[src/hdl/dma_port_cfg.svh]
/*
 constant definitions for the external buffer dma port.
 assumes it is included by bare name from the package and design files.
*/
`ifndef DMA_PORT_CFG_SVH
`define DMA_PORT_CFG_SVH
// ****************************************
// buffer and counter geometry
// ****************************************
`define FIFO_DEPTH 4'h8
`define FIFO_IDX_W 3
`define FIFO_CNT_W 4
`define XFER_CNT_W 24
`define XFER_CNT_ZERO 24'h000000
`define XFER_CNT_ONE 24'h000001
`define BYTE_W 8
`define OFFSET_MAX 4'h8
`define SYNC_ZERO 2'h0
`endif

[src/hdl/dma_port_pkg.sv]
/*
 types shared by the dma port files.
 assumes the cfg header is on the include path.
*/
`include "dma_port_cfg.svh"
package dma_port_pkg;
  typedef logic [`BYTE_W-1:0] byte_t;
  typedef logic [`XFER_CNT_W-1:0] xfer_cnt_t;
  typedef logic [`FIFO_CNT_W-1:0] fifo_cnt_t;
  // one-hot port states
  typedef enum logic [2:0] {
    ST_IDLE = 3'h1,
    ST_IN = 3'h2,
    ST_OUT = 3'h4
  } port_state_e;
endpackage : dma_port_pkg

[src/hdl/sync_edge.sv]
/*
 two-flop synchroniser with falling-edge pulse.
 assumes input is asynchronous to clock.
*/
`timescale 1ns/1ns
`include "dma_port_cfg.svh"
module sync_edge (
  input wire logic clock,
  input wire logic rst_n,
  input wire logic async_in,
  output logic level_out,
  output logic fall_pulse
);
  // ****************************************
  // state
  // ****************************************
  typedef struct packed {
    logic [1:0] sync;  // sync[0] is first stage, read only by sync[1]
    logic prev;        // delayed synced level for edge detection
  } sync_s;
  sync_s st_r;
  sync_s st_nxt;
  // next-state: shift chain
  always_comb begin
    st_nxt = st_r;
    st_nxt.sync = {st_r.sync[0], async_in};
    st_nxt.prev = st_r.sync[1];
  end
  // register
  always_ff @(posedge clock or negedge rst_n) begin
    if (!rst_n) begin
      st_r <= '0;
    end else begin
      st_r <= st_nxt;
    end
  end
  assign level_out = st_r.sync[1];
  // one pulse per trailing edge: prev high, synced low
  assign fall_pulse = st_r.prev & ~st_r.sync[1];
endmodule : sync_edge

[src/hdl/byte_fifo.sv]
/*
 eight-byte flop fifo between scsi side and dma side.
 assumes writer and reader respect full and empty.
*/
`timescale 1ns/1ns
`include "dma_port_cfg.svh"
module byte_fifo (
  input wire logic clock,
  input wire logic rst_n,
  input wire logic flush,
  input wire logic wr_en,
  input dma_port_pkg::byte_t wr_data,
  input wire logic rd_en,
  output dma_port_pkg::byte_t rd_data,
  output logic full,
  output logic empty,
  output dma_port_pkg::fifo_cnt_t count
);
  import dma_port_pkg::*;
  // ****************************************
  // state
  // ****************************************
  typedef struct packed {
    logic [`FIFO_DEPTH-1:0][`BYTE_W-1:0] mem;
    logic [`FIFO_IDX_W-1:0] wp;
    logic [`FIFO_IDX_W-1:0] rp;
    fifo_cnt_t cnt;
  } fifo_s;
  fifo_s st_r;
  fifo_s st_nxt;
  logic do_wr;
  logic do_rd;
  // depth judged against eight entries
  assign full = (st_r.cnt == `FIFO_DEPTH);
  assign empty = (st_r.cnt == 4'h0);
  assign do_wr = wr_en & ~full;
  assign do_rd = rd_en & ~empty;
  // next-state: pointer and count update
  always_comb begin
    st_nxt = st_r;
    if (flush) begin
      st_nxt.wp = '0;
      st_nxt.rp = '0;
      st_nxt.cnt = '0;
    end else begin
      if (do_wr) begin
        st_nxt.mem[st_r.wp] = wr_data;
        st_nxt.wp = st_r.wp + 3'h1;
      end
      if (do_rd) begin
        st_nxt.rp = st_r.rp + 3'h1;
      end
      // simultaneous read and write keep the count
      st_nxt.cnt = st_r.cnt + {3'h0, do_wr} - {3'h0, do_rd};
    end
  end
  // register
  always_ff @(posedge clock or negedge rst_n) begin
    if (!rst_n) begin
      st_r <= '0;
    end else begin
      st_r <= st_nxt;
    end
  end
  assign rd_data = st_r.mem[st_r.rp];
  assign count = st_r.cnt;
endmodule : byte_fifo

[src/hdl/external_buffer_dma_port.sv]
/*
 dma port between the protocol controller byte fifo and an external buffer memory.
 assumes external control logic drives direction and pulses response per byte;
 the scsi side of the fifo is a plain valid/ready byte stream on this clock.
*/
`timescale 1ns/1ns
`include "dma_port_cfg.svh"
module external_buffer_dma_port (
  input wire logic clock,
  input wire logic rst_n,
  input wire logic dma_mode,
  input wire logic xfer_start,
  input wire logic xfer_is_output,
  input dma_port_pkg::xfer_cnt_t xfer_count,
  input wire logic dma_bus_direction_in,
  input wire logic buffer_transfer_response,
  input dma_port_pkg::byte_t dma_data_bus_in,
  input wire logic dma_data_parity_in,
  output dma_port_pkg::byte_t dma_data_bus_out,
  output logic dma_data_parity_out,
  output logic dma_data_oe_n,
  output logic buffer_transfer_request,
  input wire logic scsi_in_valid,
  input dma_port_pkg::byte_t scsi_in_data,
  output logic scsi_in_ready,
  output logic scsi_out_valid,
  output dma_port_pkg::byte_t scsi_out_data,
  input wire logic scsi_out_ready,
  input dma_port_pkg::fifo_cnt_t sync_offset,
  output logic offset_error,
  output logic xfer_done,
  output logic busy,
  output logic parity_error
);
  import dma_port_pkg::*;
  // ****************************************
  // helpers
  // ****************************************
  // odd parity over one byte, used on both directions
  function automatic logic odd_par(input byte_t b);
    odd_par = ~(^b);
  endfunction : odd_par
  // ****************************************
  // reset release and synchronisers
  // ****************************************
  logic [1:0] rst_sync_r; // reset release chain
  logic rst_l_n;          // internal reset copy
  always_ff @(posedge clock or negedge rst_n) begin
    if (!rst_n) begin
      rst_sync_r <= `SYNC_ZERO;
    end else begin
      rst_sync_r <= {rst_sync_r[0], 1'b1};
    end
  end
  assign rst_l_n = rst_sync_r[1];
  logic dir_s;       // synced direction
  logic resp_s;      // synced response level
  logic resp_fall;   // one pulse per response trailing edge
  // direction needs only a level; its edge output is left open
  sync_edge u_dir_sync (
    .clock(clock),
    .rst_n(rst_l_n),
    .async_in(dma_bus_direction_in),
    .level_out(dir_s),
    .fall_pulse()
  );
  sync_edge u_resp_sync (
    .clock(clock),
    .rst_n(rst_l_n),
    .async_in(buffer_transfer_response),
    .level_out(resp_s),
    .fall_pulse(resp_fall)
  );
  // ****************************************
  // state
  // ****************************************
  typedef struct packed {
    port_state_e state;
    byte_t din_s1;      // first sync stage of data, read only by din_s2
    byte_t din_s2;
    logic dpar_s1;
    logic dpar_s2;
    xfer_cnt_t dma_left;   // bytes still to move on the dma side
    xfer_cnt_t scsi_left;  // bytes still to move on the scsi side
    byte_t hold_data;      // byte presented on dma bus in input transfers
    logic hold_par;
    logic hold_valid;
    logic req;
    logic done;
    logic perr;
    logic oerr;
  } port_s;
  port_s st_r;
  port_s st_nxt;
  // ****************************************
  // fifo
  // ****************************************
  logic f_wr;
  byte_t f_wdata;
  logic f_rd;
  byte_t f_rdata;
  logic f_full;
  logic f_empty;
  fifo_cnt_t f_cnt;
  logic f_flush;
  byte_fifo u_fifo (
    .clock(clock),
    .rst_n(rst_l_n),
    .flush(f_flush),
    .wr_en(f_wr),
    .wr_data(f_wdata),
    .rd_en(f_rd),
    .rd_data(f_rdata),
    .full(f_full),
    .empty(f_empty),
    .count(f_cnt)
  );
  logic in_mode;   // scsi to external memory
  logic out_mode;  // external memory to scsi
  logic start_ok;  // start accepted only in dma mode
  logic load_hold; // move next fifo byte onto dma bus
  logic scsi_in_take;
  logic scsi_out_take;
  logic [`FIFO_CNT_W-1:0] offset_lim;
  assign in_mode = (st_r.state == ST_IN);
  assign out_mode = (st_r.state == ST_OUT);
  assign start_ok = xfer_start & dma_mode;
  assign f_flush = start_ok;
  // offset clamp keeps scsi intake within eight bytes of the fifo
  assign offset_lim = (sync_offset == 4'h0 || sync_offset > `OFFSET_MAX) ?
      `OFFSET_MAX : sync_offset;
  // ****************************************
  // fifo port steering
  // ****************************************
  // input transfer: scsi fills, hold register drains; output is the reverse
  assign scsi_in_take = in_mode & scsi_in_valid & ~f_full &
      (st_r.scsi_left != `XFER_CNT_ZERO) & (f_cnt < offset_lim);
  assign scsi_in_ready = in_mode & ~f_full &
      (st_r.scsi_left != `XFER_CNT_ZERO) & (f_cnt < offset_lim);
  assign load_hold = in_mode & ~f_empty & (~st_r.hold_valid | resp_fall);
  assign scsi_out_valid = out_mode & ~f_empty;
  assign scsi_out_take = scsi_out_valid & scsi_out_ready;
  assign scsi_out_data = f_rdata;
  // capture byte at response trailing edge in output transfers
  assign f_wr = scsi_in_take | (out_mode & resp_fall & ~f_full);
  assign f_wdata = in_mode ? scsi_in_data : st_r.din_s2;
  assign f_rd = load_hold | scsi_out_take;
  // ****************************************
  // next-state logic
  // ****************************************
  always_comb begin
    st_nxt = st_r;
    // data lines pass two flops before use
    st_nxt.din_s1 = dma_data_bus_in;
    st_nxt.din_s2 = st_r.din_s1;
    st_nxt.dpar_s1 = dma_data_parity_in;
    st_nxt.dpar_s2 = st_r.dpar_s1;
    st_nxt.done = 1'b0;
    unique case (st_r.state)
      ST_IDLE: begin
        st_nxt.req = 1'b0;
        st_nxt.hold_valid = 1'b0;
        if (start_ok && xfer_count != `XFER_CNT_ZERO) begin
          st_nxt.dma_left = xfer_count;
          st_nxt.scsi_left = xfer_count;
          st_nxt.perr = 1'b0;
          st_nxt.oerr = 1'b0;
          st_nxt.state = xfer_is_output ? ST_OUT : ST_IN;
        end
      end
      ST_IN: begin
        if (scsi_in_take) begin
          st_nxt.scsi_left = st_r.scsi_left - `XFER_CNT_ONE;
        end
        // trailing edge of response ends one byte
        if (resp_fall && st_r.hold_valid) begin
          st_nxt.dma_left = st_r.dma_left - `XFER_CNT_ONE;
          st_nxt.hold_valid = 1'b0;
        end
        // byte held until response falls, then next may follow
        if (load_hold) begin
          st_nxt.hold_data = f_rdata;
          st_nxt.hold_par = odd_par(f_rdata);
          st_nxt.hold_valid = 1'b1;
        end
        if (resp_fall && !st_r.hold_valid) begin
          st_nxt.oerr = 1'b1; // response with nothing offered
        end
        // level request while a byte is available for memory
        st_nxt.req = st_nxt.hold_valid;
        if (resp_fall && st_r.hold_valid && st_r.dma_left == `XFER_CNT_ONE) begin
          st_nxt.state = ST_IDLE;
          st_nxt.req = 1'b0;
          st_nxt.done = 1'b1;
        end
      end
      ST_OUT: begin
        if (resp_fall) begin
          if (f_full || st_r.dma_left == `XFER_CNT_ZERO) begin
            st_nxt.oerr = 1'b1; // byte offered with no request standing
          end else begin
            st_nxt.dma_left = st_r.dma_left - `XFER_CNT_ONE;
            if (st_r.dpar_s2 != odd_par(st_r.din_s2)) begin
              st_nxt.perr = 1'b1;
            end
          end
        end
        if (scsi_out_take) begin
          st_nxt.scsi_left = st_r.scsi_left - `XFER_CNT_ONE;
        end
        // request only while prefetch remains and a location is free;
        // full count uses the post-update fifo level to drop at once
        st_nxt.req = (st_nxt.dma_left != `XFER_CNT_ZERO) &&
            (f_cnt + {3'h0, f_wr} - {3'h0, f_rd} < `FIFO_DEPTH);
        if (scsi_out_take && st_r.scsi_left == `XFER_CNT_ONE) begin
          st_nxt.state = ST_IDLE;
          st_nxt.req = 1'b0;
          st_nxt.done = 1'b1;
        end
      end
      default: begin
        st_nxt.state = ST_IDLE;
        st_nxt.req = 1'b0;
      end
    endcase
    if (!dma_mode) begin
      st_nxt.state = ST_IDLE; // leaving dma mode aborts the transfer
      st_nxt.req = 1'b0;
    end
  end
  // ****************************************
  // register
  // ****************************************
  always_ff @(posedge clock or negedge rst_l_n) begin
    if (!rst_l_n) begin
      st_r <= '0;
      st_r.state <= ST_IDLE;
    end else begin
      st_r <= st_nxt;
    end
  end
  // ****************************************
  // outputs
  // ****************************************
  // direction alone picks drive; external logic owns it
  assign dma_data_oe_n = ~dir_s;
  assign dma_data_bus_out = st_r.hold_data;
  assign dma_data_parity_out = st_r.hold_par;
  assign buffer_transfer_request = st_r.req;
  assign xfer_done = st_r.done;
  assign busy = ~st_r.state[0];
  assign parity_error = st_r.perr;
  assign offset_error = st_r.oerr;
  // ****************************************
  // assertions
  // ****************************************
  // enable must be the pin seen through exactly two flops, once the chain is live
  a_oe_follows_dir: assert property (
    @(posedge clock) disable iff (!rst_l_n)
    $past(rst_l_n, 2) |-> (dma_data_oe_n == !$past(dma_bus_direction_in, 2)))
    else $error("oe does not follow direction");
  a_full_drops_req: assert property (
    @(posedge clock) disable iff (!rst_l_n)
    (out_mode && f_full) |-> !buffer_transfer_request)
    else $error("request with full fifo");
  a_out_req_count: assert property (
    @(posedge clock) disable iff (!rst_l_n)
    (out_mode && st_r.dma_left == `XFER_CNT_ZERO) |-> !buffer_transfer_request)
    else $error("request past count");
  a_in_req_data: assert property (
    @(posedge clock) disable iff (!rst_l_n)
    in_mode |-> (buffer_transfer_request == st_r.hold_valid))
    else $error("input request mismatch");
  a_hold_stable: assert property (
    @(posedge clock) disable iff (!rst_l_n)
    (in_mode && st_r.hold_valid && !resp_fall) |=> $stable(dma_data_bus_out))
    else $error("input byte changed early");
  a_capture_edge: assert property (
    @(posedge clock) disable iff (!rst_l_n)
    (out_mode && resp_fall && !f_full && st_r.dma_left != `XFER_CNT_ZERO)
    |=> (st_r.dma_left == $past(st_r.dma_left) - `XFER_CNT_ONE))
    else $error("output byte not counted");
  // an edge counts only when the pin fell three clocks back, so once per pulse
  a_single_pulse: assert property (
    @(posedge clock) disable iff (!rst_l_n)
    resp_fall |-> (!$past(buffer_transfer_response, 2) && $past(buffer_transfer_response, 3)))
    else $error("response edge not from one pin fall");
  a_fifo_bound: assert property (
    @(posedge clock) disable iff (!rst_l_n)
    f_cnt <= `FIFO_DEPTH) else $error("fifo over depth");
  a_count_stable: assert property (
    @(posedge clock) disable iff (!rst_l_n)
    (busy && !resp_fall && !scsi_in_take && !scsi_out_take && !start_ok)
    |=> $stable(st_r.dma_left)) else $error("counter moved without byte");
  c_in_done: cover property (@(posedge clock) disable iff (!rst_l_n)
    in_mode ##1 xfer_done);
  c_out_done: cover property (@(posedge clock) disable iff (!rst_l_n)
    out_mode ##1 xfer_done);
  c_out_full: cover property (@(posedge clock) disable iff (!rst_l_n)
    out_mode && f_full);
  // response pulses are several clocks apart, so the second edge sits in a window
  c_req_multi: cover property (@(posedge clock) disable iff (!rst_l_n)
    (buffer_transfer_request && resp_fall) ##1 buffer_transfer_request [*8]
    ##[1:40] (buffer_transfer_request && resp_fall));
endmodule : external_buffer_dma_port

[config.mk]
export PLATFORM = sky130hd
export DESIGN_NAME = external_buffer_dma_port
export DESIGN_NICKNAME = d
export VERILOG_FILES = /design/src/hdl/dma_port_pkg.sv /design/src/hdl/sync_edge.sv /design/src/hdl/byte_fifo.sv /design/src/hdl/external_buffer_dma_port.sv
export VERILOG_INCLUDE_DIRS = /design/src /design/src/hdl
export SDC_FILE = /design/constraint.sdc
export NUM_CORES = 1
export LEC_CHECK = 0
export ABC_AREA = 1
export BUFFER_PORTS_ARGS = -buffer_cell sky130_fd_sc_hd__buf_2
export CAP_MARGIN = 20
export CORE_UTILIZATION = 46
export CTS_CLUSTER_SIZE = 20
export DETAILED_ROUTE_END_ITERATION = 6
export GPL_ROUTABILITY_DRIVEN = 0
export PLACE_DENSITY = 0.63
export SYNTH_ARGS = -nofsm -noshare
export SYNTH_HDL_FRONTEND = slang
export SYNTH_SLANG_ARGS = --single-unit
[constraint.sdc]
create_clock -name clock -period 10.5 [get_ports clock]
set_input_delay 1.05 -clock clock [delete_from_list [all_inputs] [get_ports clock]]
set_output_delay 1.05 -clock clock [all_outputs]
set_load 0.01 [all_outputs]
# Word level (Yosys, flattened, before mapping)
# Cells that the tools add are included.
[word_totals] regBits=164 inputBits=54 out_inout_bits=25 elab_cells=161
[op_classes] addsub=8 order_cmp=6 n_eq_ne=19 muxes=40 bitwise=29 n_reduce_logical=30
[op_table] cell="two-way mux 24 bit" count=6
[op_table] cell="one-hot mux 48 bit (3 select lines)" count=1
[op_table] cell="nonzero test 24 bit" count=3
[op_table] cell="bitwise mux 64 bit" count=1
[op_table] cell="== test 24 x 1 -> 1 bit (second input constant)" count=2
[op_table] cell="two-way mux 48 bit" count=1
[op_table] cell="subtractor 24 x 1 -> 24 bit (second input constant)" count=2
[op_table] cell="binary-select mux 8 bit (select 3 bit)" count=1
[op_table] cell="demux 8 bit (select 3 bit)" count=1
[op_table] cell="zero test 24 bit" count=1
[op_table] cell="two-way mux 8 bit" count=3
[op_table] cell="two-way mux 3 bit" count=7
[op_table] cell="bitwise AND 1 bit" count=17
[op_table] cell="parity 8 bit" count=2
[op_table] cell="!= test 2 x 1 -> 1 bit (second input constant)" count=6
[op_table] cell="two-way mux 10 bit" count=1
[op_table] cell="AND reduction 5 bit" count=2
[op_table] cell="NOT 1 bit" count=9
[op_table] cell="one-hot mux 3 bit (3 select lines)" count=1
[op_table] cell="adder 4 x 1 -> 4 bit" count=2
[op_table] cell="zero test 4 bit" count=2
[op_table] cell="less-than comparator 3 x 4 -> 1 bit (second input constant)" count=2
[op_table] cell="two-way mux 2 bit" count=4
[op_table] cell="one-hot mux 1 bit (2 select lines)" count=4
[op_table] cell="other kinds (26)" count=51

# Depth between registers and ports, before layout
# Gate-level depths: netlist of run 1.
[logic_depth] word_depth=13 mapped_depth=18 depth_no_buf=18

# By module
# From an unflattened synthesis of run 1, not the netlist that was laid out.
[hier_totals] cells_unflattened=1347 hier_area_um2=10287.4
[modules_own_cells] module="external_buffer_dma_port" n_inst=1 cells_per_inst=812 area_per_inst_um2=5997.0 seq_area_each_um2=2128.3
[modules_own_cells] module="byte_fifo" n_inst=1 cells_per_inst=525 area_per_inst_um2=4120.2 seq_area_each_um2=1851.8
[modules_own_cells] module="sync_edge" n_inst=2 cells_per_inst=5 area_per_inst_um2=85.1 seq_area_each_um2=75.1

# Worst setup path before layout of run 1
# No wires, ideal clock.
[synth_path] kind="input to output" startpoint="in sync_offset[0]" endpoint="out scsi_in_ready" t_arrival_ns=1.998 t_required_ns=9.450 path_slack_ns=7.452 cell_stages=8 path_buffers=0 cell_sequence="nor2_1 > nand2_1 > inv_1 > nor2_1 > ha_1 > a21oi_1 > nand2_1 > nor2_1"
[synth_via] elab_chain_len=5 elab_cells_between_ends=6 cone_classes="2 x order compare; 1 x mux; 1 x bitwise; 2 x reduce/logical"
[synth_rtl] element="start: declaration" line_no="external_buffer_dma_port.sv:29" source="input dma_port_pkg::fifo_cnt_t sync_offset,"
[synth_rtl] element="> comparator 4 bit (no line) or zero test 4 bit (tied branches)"
[synth_rtl] element="logical OR 1 bit (no line)"
[synth_rtl] element="two-way mux 4 bit (*)" line_no="external_buffer_dma_port.sv:130" source="assign offset_lim = (sync_offset == 4'h0 || sync_offset > `OFFSET_MAX) ?"
[synth_rtl] element="less-than comparator 4 bit (*)" line_no="external_buffer_dma_port.sv:139" source="(st_r.scsi_left != `XFER_CNT_ZERO) & (f_cnt < offset_lim);"
[synth_rtl] element="bitwise AND 1 bit (*)" line_no="external_buffer_dma_port.sv:138" source="assign scsi_in_ready = in_mode & ~f_full &"
[synth_rtl] element="end: declaration" line_no="external_buffer_dma_port.sv:25" source="output logic scsi_in_ready,"
# Mark *: on every way between the ends. The rest lies on a longest branch, timed or not.

# Worst setup path after layout of run 1
[layout_path] startpoint="reg u_fifo.st_r[4] (netlist name)" endpoint="out scsi_out_data[3]"
[layout_via] elab_chain_len=2
[layout_rtl] element="start: declaration" line_no="byte_fifo.sv:29" source="fifo_s st_r;"
[layout_rtl] element="start signal: assignment" line_no="byte_fifo.sv:62" source="st_r <= st_nxt;"
[layout_rtl] element="binary-select mux 8 bit (select 3 bit)" line_no="byte_fifo.sv:65" source="assign rd_data = st_r.mem[st_r.rp];"
[layout_rtl] element="two-way mux 8 bit (not written as such)" line_no="byte_fifo.sv:65"
[layout_rtl] element="end: declaration" line_no="external_buffer_dma_port.sv:27" source="output dma_port_pkg::byte_t scsi_out_data,"
# No other way between the ends. The select of a mux whose other input is x is not followed.

==> results of run 1 <==
==> through the flow <==
| step | total power (W) | area (um2) | util (%) | hold WS [ns] | setup slack [ns] |
|---|---|---|---|---|---|
| 2_1_floorplan | 0.00148 | 9470 | - | 0.331 | 5.59 |
| 3_3_place_gp | 0.00169 | 9960 | 49.2 | 0.324 | 6.68 |
| 3_5_place_dp | 0.00169 | 9960 | 49.2 | 0.321 | 6.57 |
| 4_1_cts | 0.00230 | 10500 | 52.0 | 0.328 | 6.57 |
| 5_1_grt | 0.00248 | 10600 | 52.3 | 0.352 | 6.44 |
| 6_report | 0.00231 | 10600 | 52.3 | 0.302 | 6.61 |
==> report_power, final <==
group	total [W]	leakage [nW]	internal, W	switching (W)
combinational	0.000816	2.94	0.000274	0.000543
sequential	0.000887	1.98	0.000758	0.000129
clock	0.000603	0.268	0.000325	0.000278
total	0.00231	5.18	0.00136	0.000949
==> cells in the final DEF, fill, tap and decap left out, types with 4 or more instances in the layout <==
master / instances
sky130_fd_sc_hd__a21oi_1: 42
sky130_fd_sc_hd__buf_2: 78
sky130_fd_sc_hd__buf_4: 6
sky130_fd_sc_hd__clkbuf_16: 17
sky130_fd_sc_hd__dfrtp_1: 162
sky130_fd_sc_hd__ha_1: 18
sky130_fd_sc_hd__inv_1: 134
sky130_fd_sc_hd__inv_2: 5
sky130_fd_sc_hd__inv_6: 4
sky130_fd_sc_hd__nand2_1: 370
sky130_fd_sc_hd__nand3_1: 44
sky130_fd_sc_hd__nand3_2: 5
sky130_fd_sc_hd__nand4_1: 12
sky130_fd_sc_hd__nor2_1: 122
sky130_fd_sc_hd__nor2_4: 4
sky130_fd_sc_hd__nor3_1: 8
sky130_fd_sc_hd__nor4_1: 4
sky130_fd_sc_hd__o211ai_1: 7
sky130_fd_sc_hd__o21a_1: 25
sky130_fd_sc_hd__o21ai_0: 181
sky130_fd_sc_hd__o221ai_1: 5
sky130_fd_sc_hd__xnor2_1: 13
sky130_fd_sc_hd__xor2_1: 26
==> area by class of cell <==
cell class              count  area, um2  share of cell area, %
multi-input cells         921       4560                   43.0
repair buffers             87        502                   4.74
clock inverters            11       91.3                  0.863
clock buffers              20        467                   4.41
inverters                 140        526                   4.96
flip-flops and latches    164       4110                   38.8
well taps                 270        338                   3.19
==> metal layers <==
metal	part of all wire (%)	global-route usage, %
met1	49	38.3
met2	43	36.8
met3	6.0	4.29
met4	1.8	7.05
met5	0	0
==> worst max-delay path by stage <==
stage	from	end	slack [ns]	cells after the start
after detailed placement	st_r[81]	st_r[34]	6.57	9
after CTS	st_r[81]	st_r[34]	6.57	9
final	u_fifo.st_r[4]	scsi_out_data[3]	6.61	7
after global placement	st_r[81]	st_r[36]	6.68	9
after floorplan	rst_sync_r[1]	buffer_transfer_request	5.59	0
after global routing	u_fifo.st_r[4]	scsi_out_data[3]	6.44	7
==> flip-flops by register name (all words and copies together) (netlist names), 2 cells and up <==
signal	cells
rst_sync_r	2
u_fifo.st_r	70
st_r	61
u_fifo.count	4
st_nxt	9
dma_data_bus_out	8
==> worst max-delay path: stages (launching register included) <==
cell and delay (ns):
sky130_fd_sc_hd__dfrtp_1 0.34, sky130_fd_sc_hd__buf_4 0.40, sky130_fd_sc_hd__inv_1 0.45, sky130_fd_sc_hd__nor2_1 0.18, sky130_fd_sc_hd__o21ai_0 0.10, sky130_fd_sc_hd__o21ai_0 0.66
sky130_fd_sc_hd__inv_1 0.09, sky130_fd_sc_hd__buf_2 0.17
==> kinds of logic (layout without fill, tap and decap cells) <==
group,after synthesis,after routing,synth area share (%)
buffers and inverters,194,258,8.56
xor gates and xnor gates,39,39,3.61
AOI/OAI and AO/OA,277,277,16.1
DFF,164,164,43.3
adders and majority gates,19,19,2.59
and+or+nand+nor,585,585,25.8
other,1,1,0.0396
==> results.py, run 1 <==
metrics = {
    "routing": {
        "totalWireLength_um": 25600,
        "drt-vias-per-instance": 5.30,
        "drt_pre_antenna_iters": 5,
        "dr_total_vias": 8547,
        "routed_wire_length_per_instance_um": 15.9,
        "antenna_violating_nets_post_route": 0,
        "dr.first_iter.drc_count": 798,
        "remaining_drc_errors": 0,
    },
    "logic_synthesis": {
        "asyncSetResetFlopFracSynth_pct": 100,
        "post-synth-top-area-fraction_pct": 43.1,
        "synth.net_count": 1352,
        "synth_area_leaders": "sky130_fd_sc_hd__dfrtp_1 (43%), sky130_fd_sc_hd__nand2_1 (15%), sky130_fd_sc_hd__o21ai_0 (9.6%)",
        "ys.warnings.count": 0,
        "synth_top_cells_by_count": "sky130_fd_sc_hd__nand2_1 (370), sky130_fd_sc_hd__o21ai_0 (181), sky130_fd_sc_hd__dfrtp_1 (163), sky130_fd_sc_hd__inv_1 (134), sky130_fd_sc_hd__nor2_1 (122)",
        "synthMostInstantiatedCell": "sky130_fd_sc_hd__nand2_1",
        "synth_cell_type_count": 48,
        "synth_seq_cells": 164,
        "synth-seq-area-share_pct": 43.3,
        "post_synth_inst_count": 1279,
        "synth_largest_area_cell": "sky130_fd_sc_hd__dfrtp_1",
        "synth_enable_flop_cells": 0,
        "mappedNetlistArea_um2": 9470,
        "synth_flop_cell": "sky130_fd_sc_hd__dfrtp_1",
        "post_synthesis_average_cell_area_um2": 7.41,
    },
    "final_layout": {
        "fillers": 1976,
        "syn_to_final_growth_pct": 11.8,
        "diode_insertion_count_for_antenna_repair": 0,
        "final_cell_count_no_fill": 1613,
        "final_nets": 1404,
        "post_route_cells_drive_above_1_share_pct": 11.2,
    },
    "sta": {
        "rsz0062_at_grt": "false",
        "timing.final.hold_violations": 0,
        "worst_pin_slew_ns": 0.960,
        "final.setup.tns_ns": 0,
        "slew-limit-headroom_pct": 35.8,
        "final-setup-viol-count": 0,
        "max_freq_mhz": 257,
        "slew_viol_final": 0,
        "final_min_period_over_clock_period_pct": 37.0,
        "time_the_worst_path_needs_with_i_o_delays_and_setup_ns": 3.89,
        "post_route_clock_skew_ns": 0.0158,
    },
    "floorplanning": {
        "die_h_um": 145,
        "num_io_pins": 79,
        "number_of_placement_rows": 52,
        "core_area_um2": 20200,
        "die_area_um2": 21200,
        "initial_utilization_pct": 46.8,
        "die_w_um": 145,
    },
    "pwr": {
        "p_leak_nw": 5.18,
        "power_per_cell_area_nw_per_um2": 218,
        "irDropWorstVdd_uv": 128,
    },
    "cts": {
        "clk_pin_slew_worst_paths_ns": 0.07,
        "library_cell_used_as_clock_root_buffer": "sky130_fd_sc_hd__clkbuf_16",
        "cts_max_path_buffers": 2,
        "clock-sinks": 164,
        "postCtsResizedCells": 0,
        "cts_hold_buffers": 0,
        "worstSkewPairLatency_ns": 0.44,
        "number_of_buffers_added_by_the_clock_tree_synthesis_step": 17,
        "tritoncts": "built",
        "post_cts.repair.setup_buffers": 0,
        "h-tree-depth": 4,
    },
    "critical_path": {
        "r2r_slack_ns": 6.95,
        "critical_path.reg2reg.endpoint": "buffer_transfer_request",
        "worstPathArrival_ns": 2.84,
        "worst_setup_path_end_kind": "primary output",
        "launching_element_type_of_the_critical_path": "register",
        "criticalPathCategory": "reg -> out",
        "critPathRequiredTime_ns": 9.45,
        "worst-r2r-cell-count": 16,
        "worstPathMaxFanout": 48,
        "crit-reg2reg-launch": "u_resp_sync.level_out",
    },
    "flow_run": {
        "drv.max_cap_violation_count": 0,
    },
    "global_route": {
        "grt_overflow_total": 0,
        "largest_net_degree_at_the_start_of_global_routing": 76,
        "antenna_found_initial": 0,
        "via_count_of_the_first_global_routing_pass": 7946,
        "grt_pass1_wl_um": 42100,
        "grt.total_usage_pct": 25.2,
    },
    "place": {
        "dpl.hpwl_um": 18000,
        "io_buffer_count": 78,
        "placed_cells": 1579,
    },
    "worst_hold_path": {
        "min-delay-path-class": "reg -> async",
    },
    "run_status": {
        "status": "finished, final reports clean",
    },
}
Power figures use the tool's default switching activity.
==> run 2: changes to the inputs <==
- PLACE_DENSITY: 0.63 -> 0.65
- clock period: 10.5 -> 3.2 ns (I/O delays scaled with it)
==> results.py, run 2 (synthesis results as in run 1) <==
metrics = {
    "run_status": {
        "status": "finished, final reports clean",
    },
    "critical_path": {
        "worstSetupStartpoint": "st_r[48]",
        "criticalPathCategory": "reg -> reg",
        "crit_path_max_incr_delay_ns": 0.41,
        "critPathRequiredTime_ns": 3.51,
        "critical-path-slowest-cell": "sky130_fd_sc_hd__dfrtp_1",
        "r2r_slack_ns": 0.33,
        "worst_setup_path_end_kind": "register",
        "setup.worst_path.end": "buffer_transfer_request",
        "critical_path.reg2reg.endpoint": "buffer_transfer_request",
        "launching_element_type_of_the_critical_path": "register",
        "cp_cell_sequence": "nor2_1 -> nand2_1 -> nor2_1 -> nand3_2 -> nand3_2 -> buf_4 -> inv_1 -> nand2_1 -> nand2_1 -> nor2_1 -> nand3_1 -> nor2_1 -> nand2_1 -> nand3_1 -> a21oi_1",
        "worst-r2r-cell-count": 15,
        "worstPathMaxFanout": 32,
        "crit-reg2reg-launch": "st_r[48]",
        "worstPathArrival_ns": 3.18,
    },
    "final_layout": {
        "largest_register_ff_count": 70,
        "mostFrequentLayoutCells": "sky130_fd_sc_hd__nand2_1 (370), sky130_fd_sc_hd__o21ai_0 (181), sky130_fd_sc_hd__dfrtp_1 (162)",
        "final_nets": 1430,
        "largest-register": "u_fifo.st_r",
        "layout.cells.most_common": "sky130_fd_sc_hd__nand2_1",
        "diode_insertion_count_for_antenna_repair": 0,
        "core_occupancy_in_the_finished_layout_pct": 53.2,
        "syn_to_final_growth_pct": 13.7,
        "post_route_cells_drive_above_1_share_pct": 11.8,
    },
    "sta": {
        "time_the_worst_path_needs_with_i_o_delays_and_setup_ns": 2.87,
        "max_freq_mhz": 349,
        "rsz0062_at_grt": "false",
        "worst_slack_ns": 0.333,
        "post_route_clock_skew_ns": 0.0111,
        "final-setup-viol-count": 0,
        "timing.hold.ws_ns": 0.141,
        "slew_viol_final": 0,
        "final.setup.tns_ns": 0,
        "slew-limit-headroom_pct": 38.5,
        "final_min_period_over_clock_period_pct": 89.6,
        "worst_pin_slew_ns": 0.923,
        "timing.final.hold_violations": 0,
    },
    "pwr": {
        "irDropWorstVdd_uv": 469,
        "p_leak_nw": 5.27,
        "power_per_cell_area_nw_per_um2": 703,
    },
    "routing": {
        "drt-vias-per-instance": 5.23,
        "remaining_drc_errors": 0,
        "dr_total_vias": 8574,
        "antenna_violating_nets_post_route": 0,
        "drt_pre_antenna_iters": 5,
        "routed_wire_length_per_instance_um": 15.4,
        "dr.first_iter.drc_count": 713,
        "totalWireLength_um": 25200,
    },
    "cts": {
        "post_cts.repair.setup_buffers": 0,
        "tritoncts": "built",
        "number_of_buffers_added_by_the_clock_tree_synthesis_step": 17,
        "clock-sinks": 164,
        "postCtsResizedCells": 0,
        "worstSkewPairLatency_ns": 0.44,
        "cts_hold_buffers": 12,
        "library_cell_used_as_clock_root_buffer": "sky130_fd_sc_hd__clkbuf_16",
        "h-tree-depth": 4,
        "cts_max_path_buffers": 2,
        "clk_pin_slew_worst_paths_ns": 0.07,
    },
    "worst_hold_path": {
        "min-delay-path-class": "in -> reg",
        "holdCritStartpoint": "xfer_is_output",
        "hold-path-cell-count": 2,
    },
    "floorplanning": {
        "num_io_pins": 79,
        "die_area_um2": 21200,
        "number_of_placement_rows": 52,
        "initial_utilization_pct": 46.8,
        "die_h_um": 145,
        "core_area_um2": 20200,
        "die_w_um": 145,
    },
    "global_route": {
        "via_count_of_the_first_global_routing_pass": 8226,
        "grt_overflow_total": 0,
        "grt_pass1_wl_um": 42000,
        "grt.total_usage_pct": 25.1,
        "largest_net_degree_at_the_start_of_global_routing": 67,
        "antenna_found_initial": 0,
    },
    "place": {
        "io_buffer_count": 78,
        "dpl.hpwl_um": 18200,
        "dp_slack_ns": 0.415,
    },
    "flow_run": {
        "drv.max_cap_violation_count": 0,
    },
}
==> run 2: cell types whose count changed in the layout (fill, tap and decap cells not counted), sizes merged <==
cell         previous run  this run
clkbuf                 20        21
buf                    87       101
dlygate4sd3             0        12
==> run 2: metrics by stage <==
step	area, um2	power (W)	cells
final	10800	0.00757	1640
after detailed placement	10100	0.00562	1596
after CTS	10800	0.00756	1640
after floorplan	9470	0.00485	1279
after global routing	10800	0.00814	1640
after global placement	10100	0.00558	1596
==> run 2: worst min path at each step <==
stage	to	slack (ns)
final	st_r[81]	0.14
after global routing	st_r[81]	0.15
after CTS	buffer_transfer_request	0.14
after detailed placement	rst_sync_r[0]	0.11
after global placement	rst_sync_r[0]	0.11
after floorplan	rst_sync_r[0]	0.02
==> run 2: layer usage <==
layer / share of wire [%] / vias to the layer above / GRT usage (%)
met5: 0 / - / 0
met3: 5.0 / 30 / 3.20
li1: - / 4267 / -
met4: 1.6 / 0 / 8.58
met2: 45 / 257 / 38.8
met1: 49 / 4020 / 36.3
==> run 2: where the power goes <==
part | total (W) | internal [W] | switching, W
Sequential | 0.00292 | 0.00249 | 0.000435
Combinational | 0.00273 | 0.000967 | 0.00176
Clock | 0.00192 | 0.00101 | 0.000908
==> run 2: layout make-up <==
class	count	area, um2
Sequential cell	164	4110
Inverter	140	526
Tap cell	270	338
Clock buffer	21	440
Multi-Input combinational cell	921	4560
Clock inverter	11	93.8
Fill cell	1969	9460
Timing Repair Buffer	113	708
==> run 2: worst max-delay path: cells and delay by family, from the launching register on <==
| family | cells | cell delay, ns |
|---|---|---|
| buffers and inverters | 2 | 0.62 |
| AOI/OAI and AO/OA | 1 | 0.08 |
| DFF | 1 | 0.41 |
| and+or+nand+nor | 12 | 1.63 |
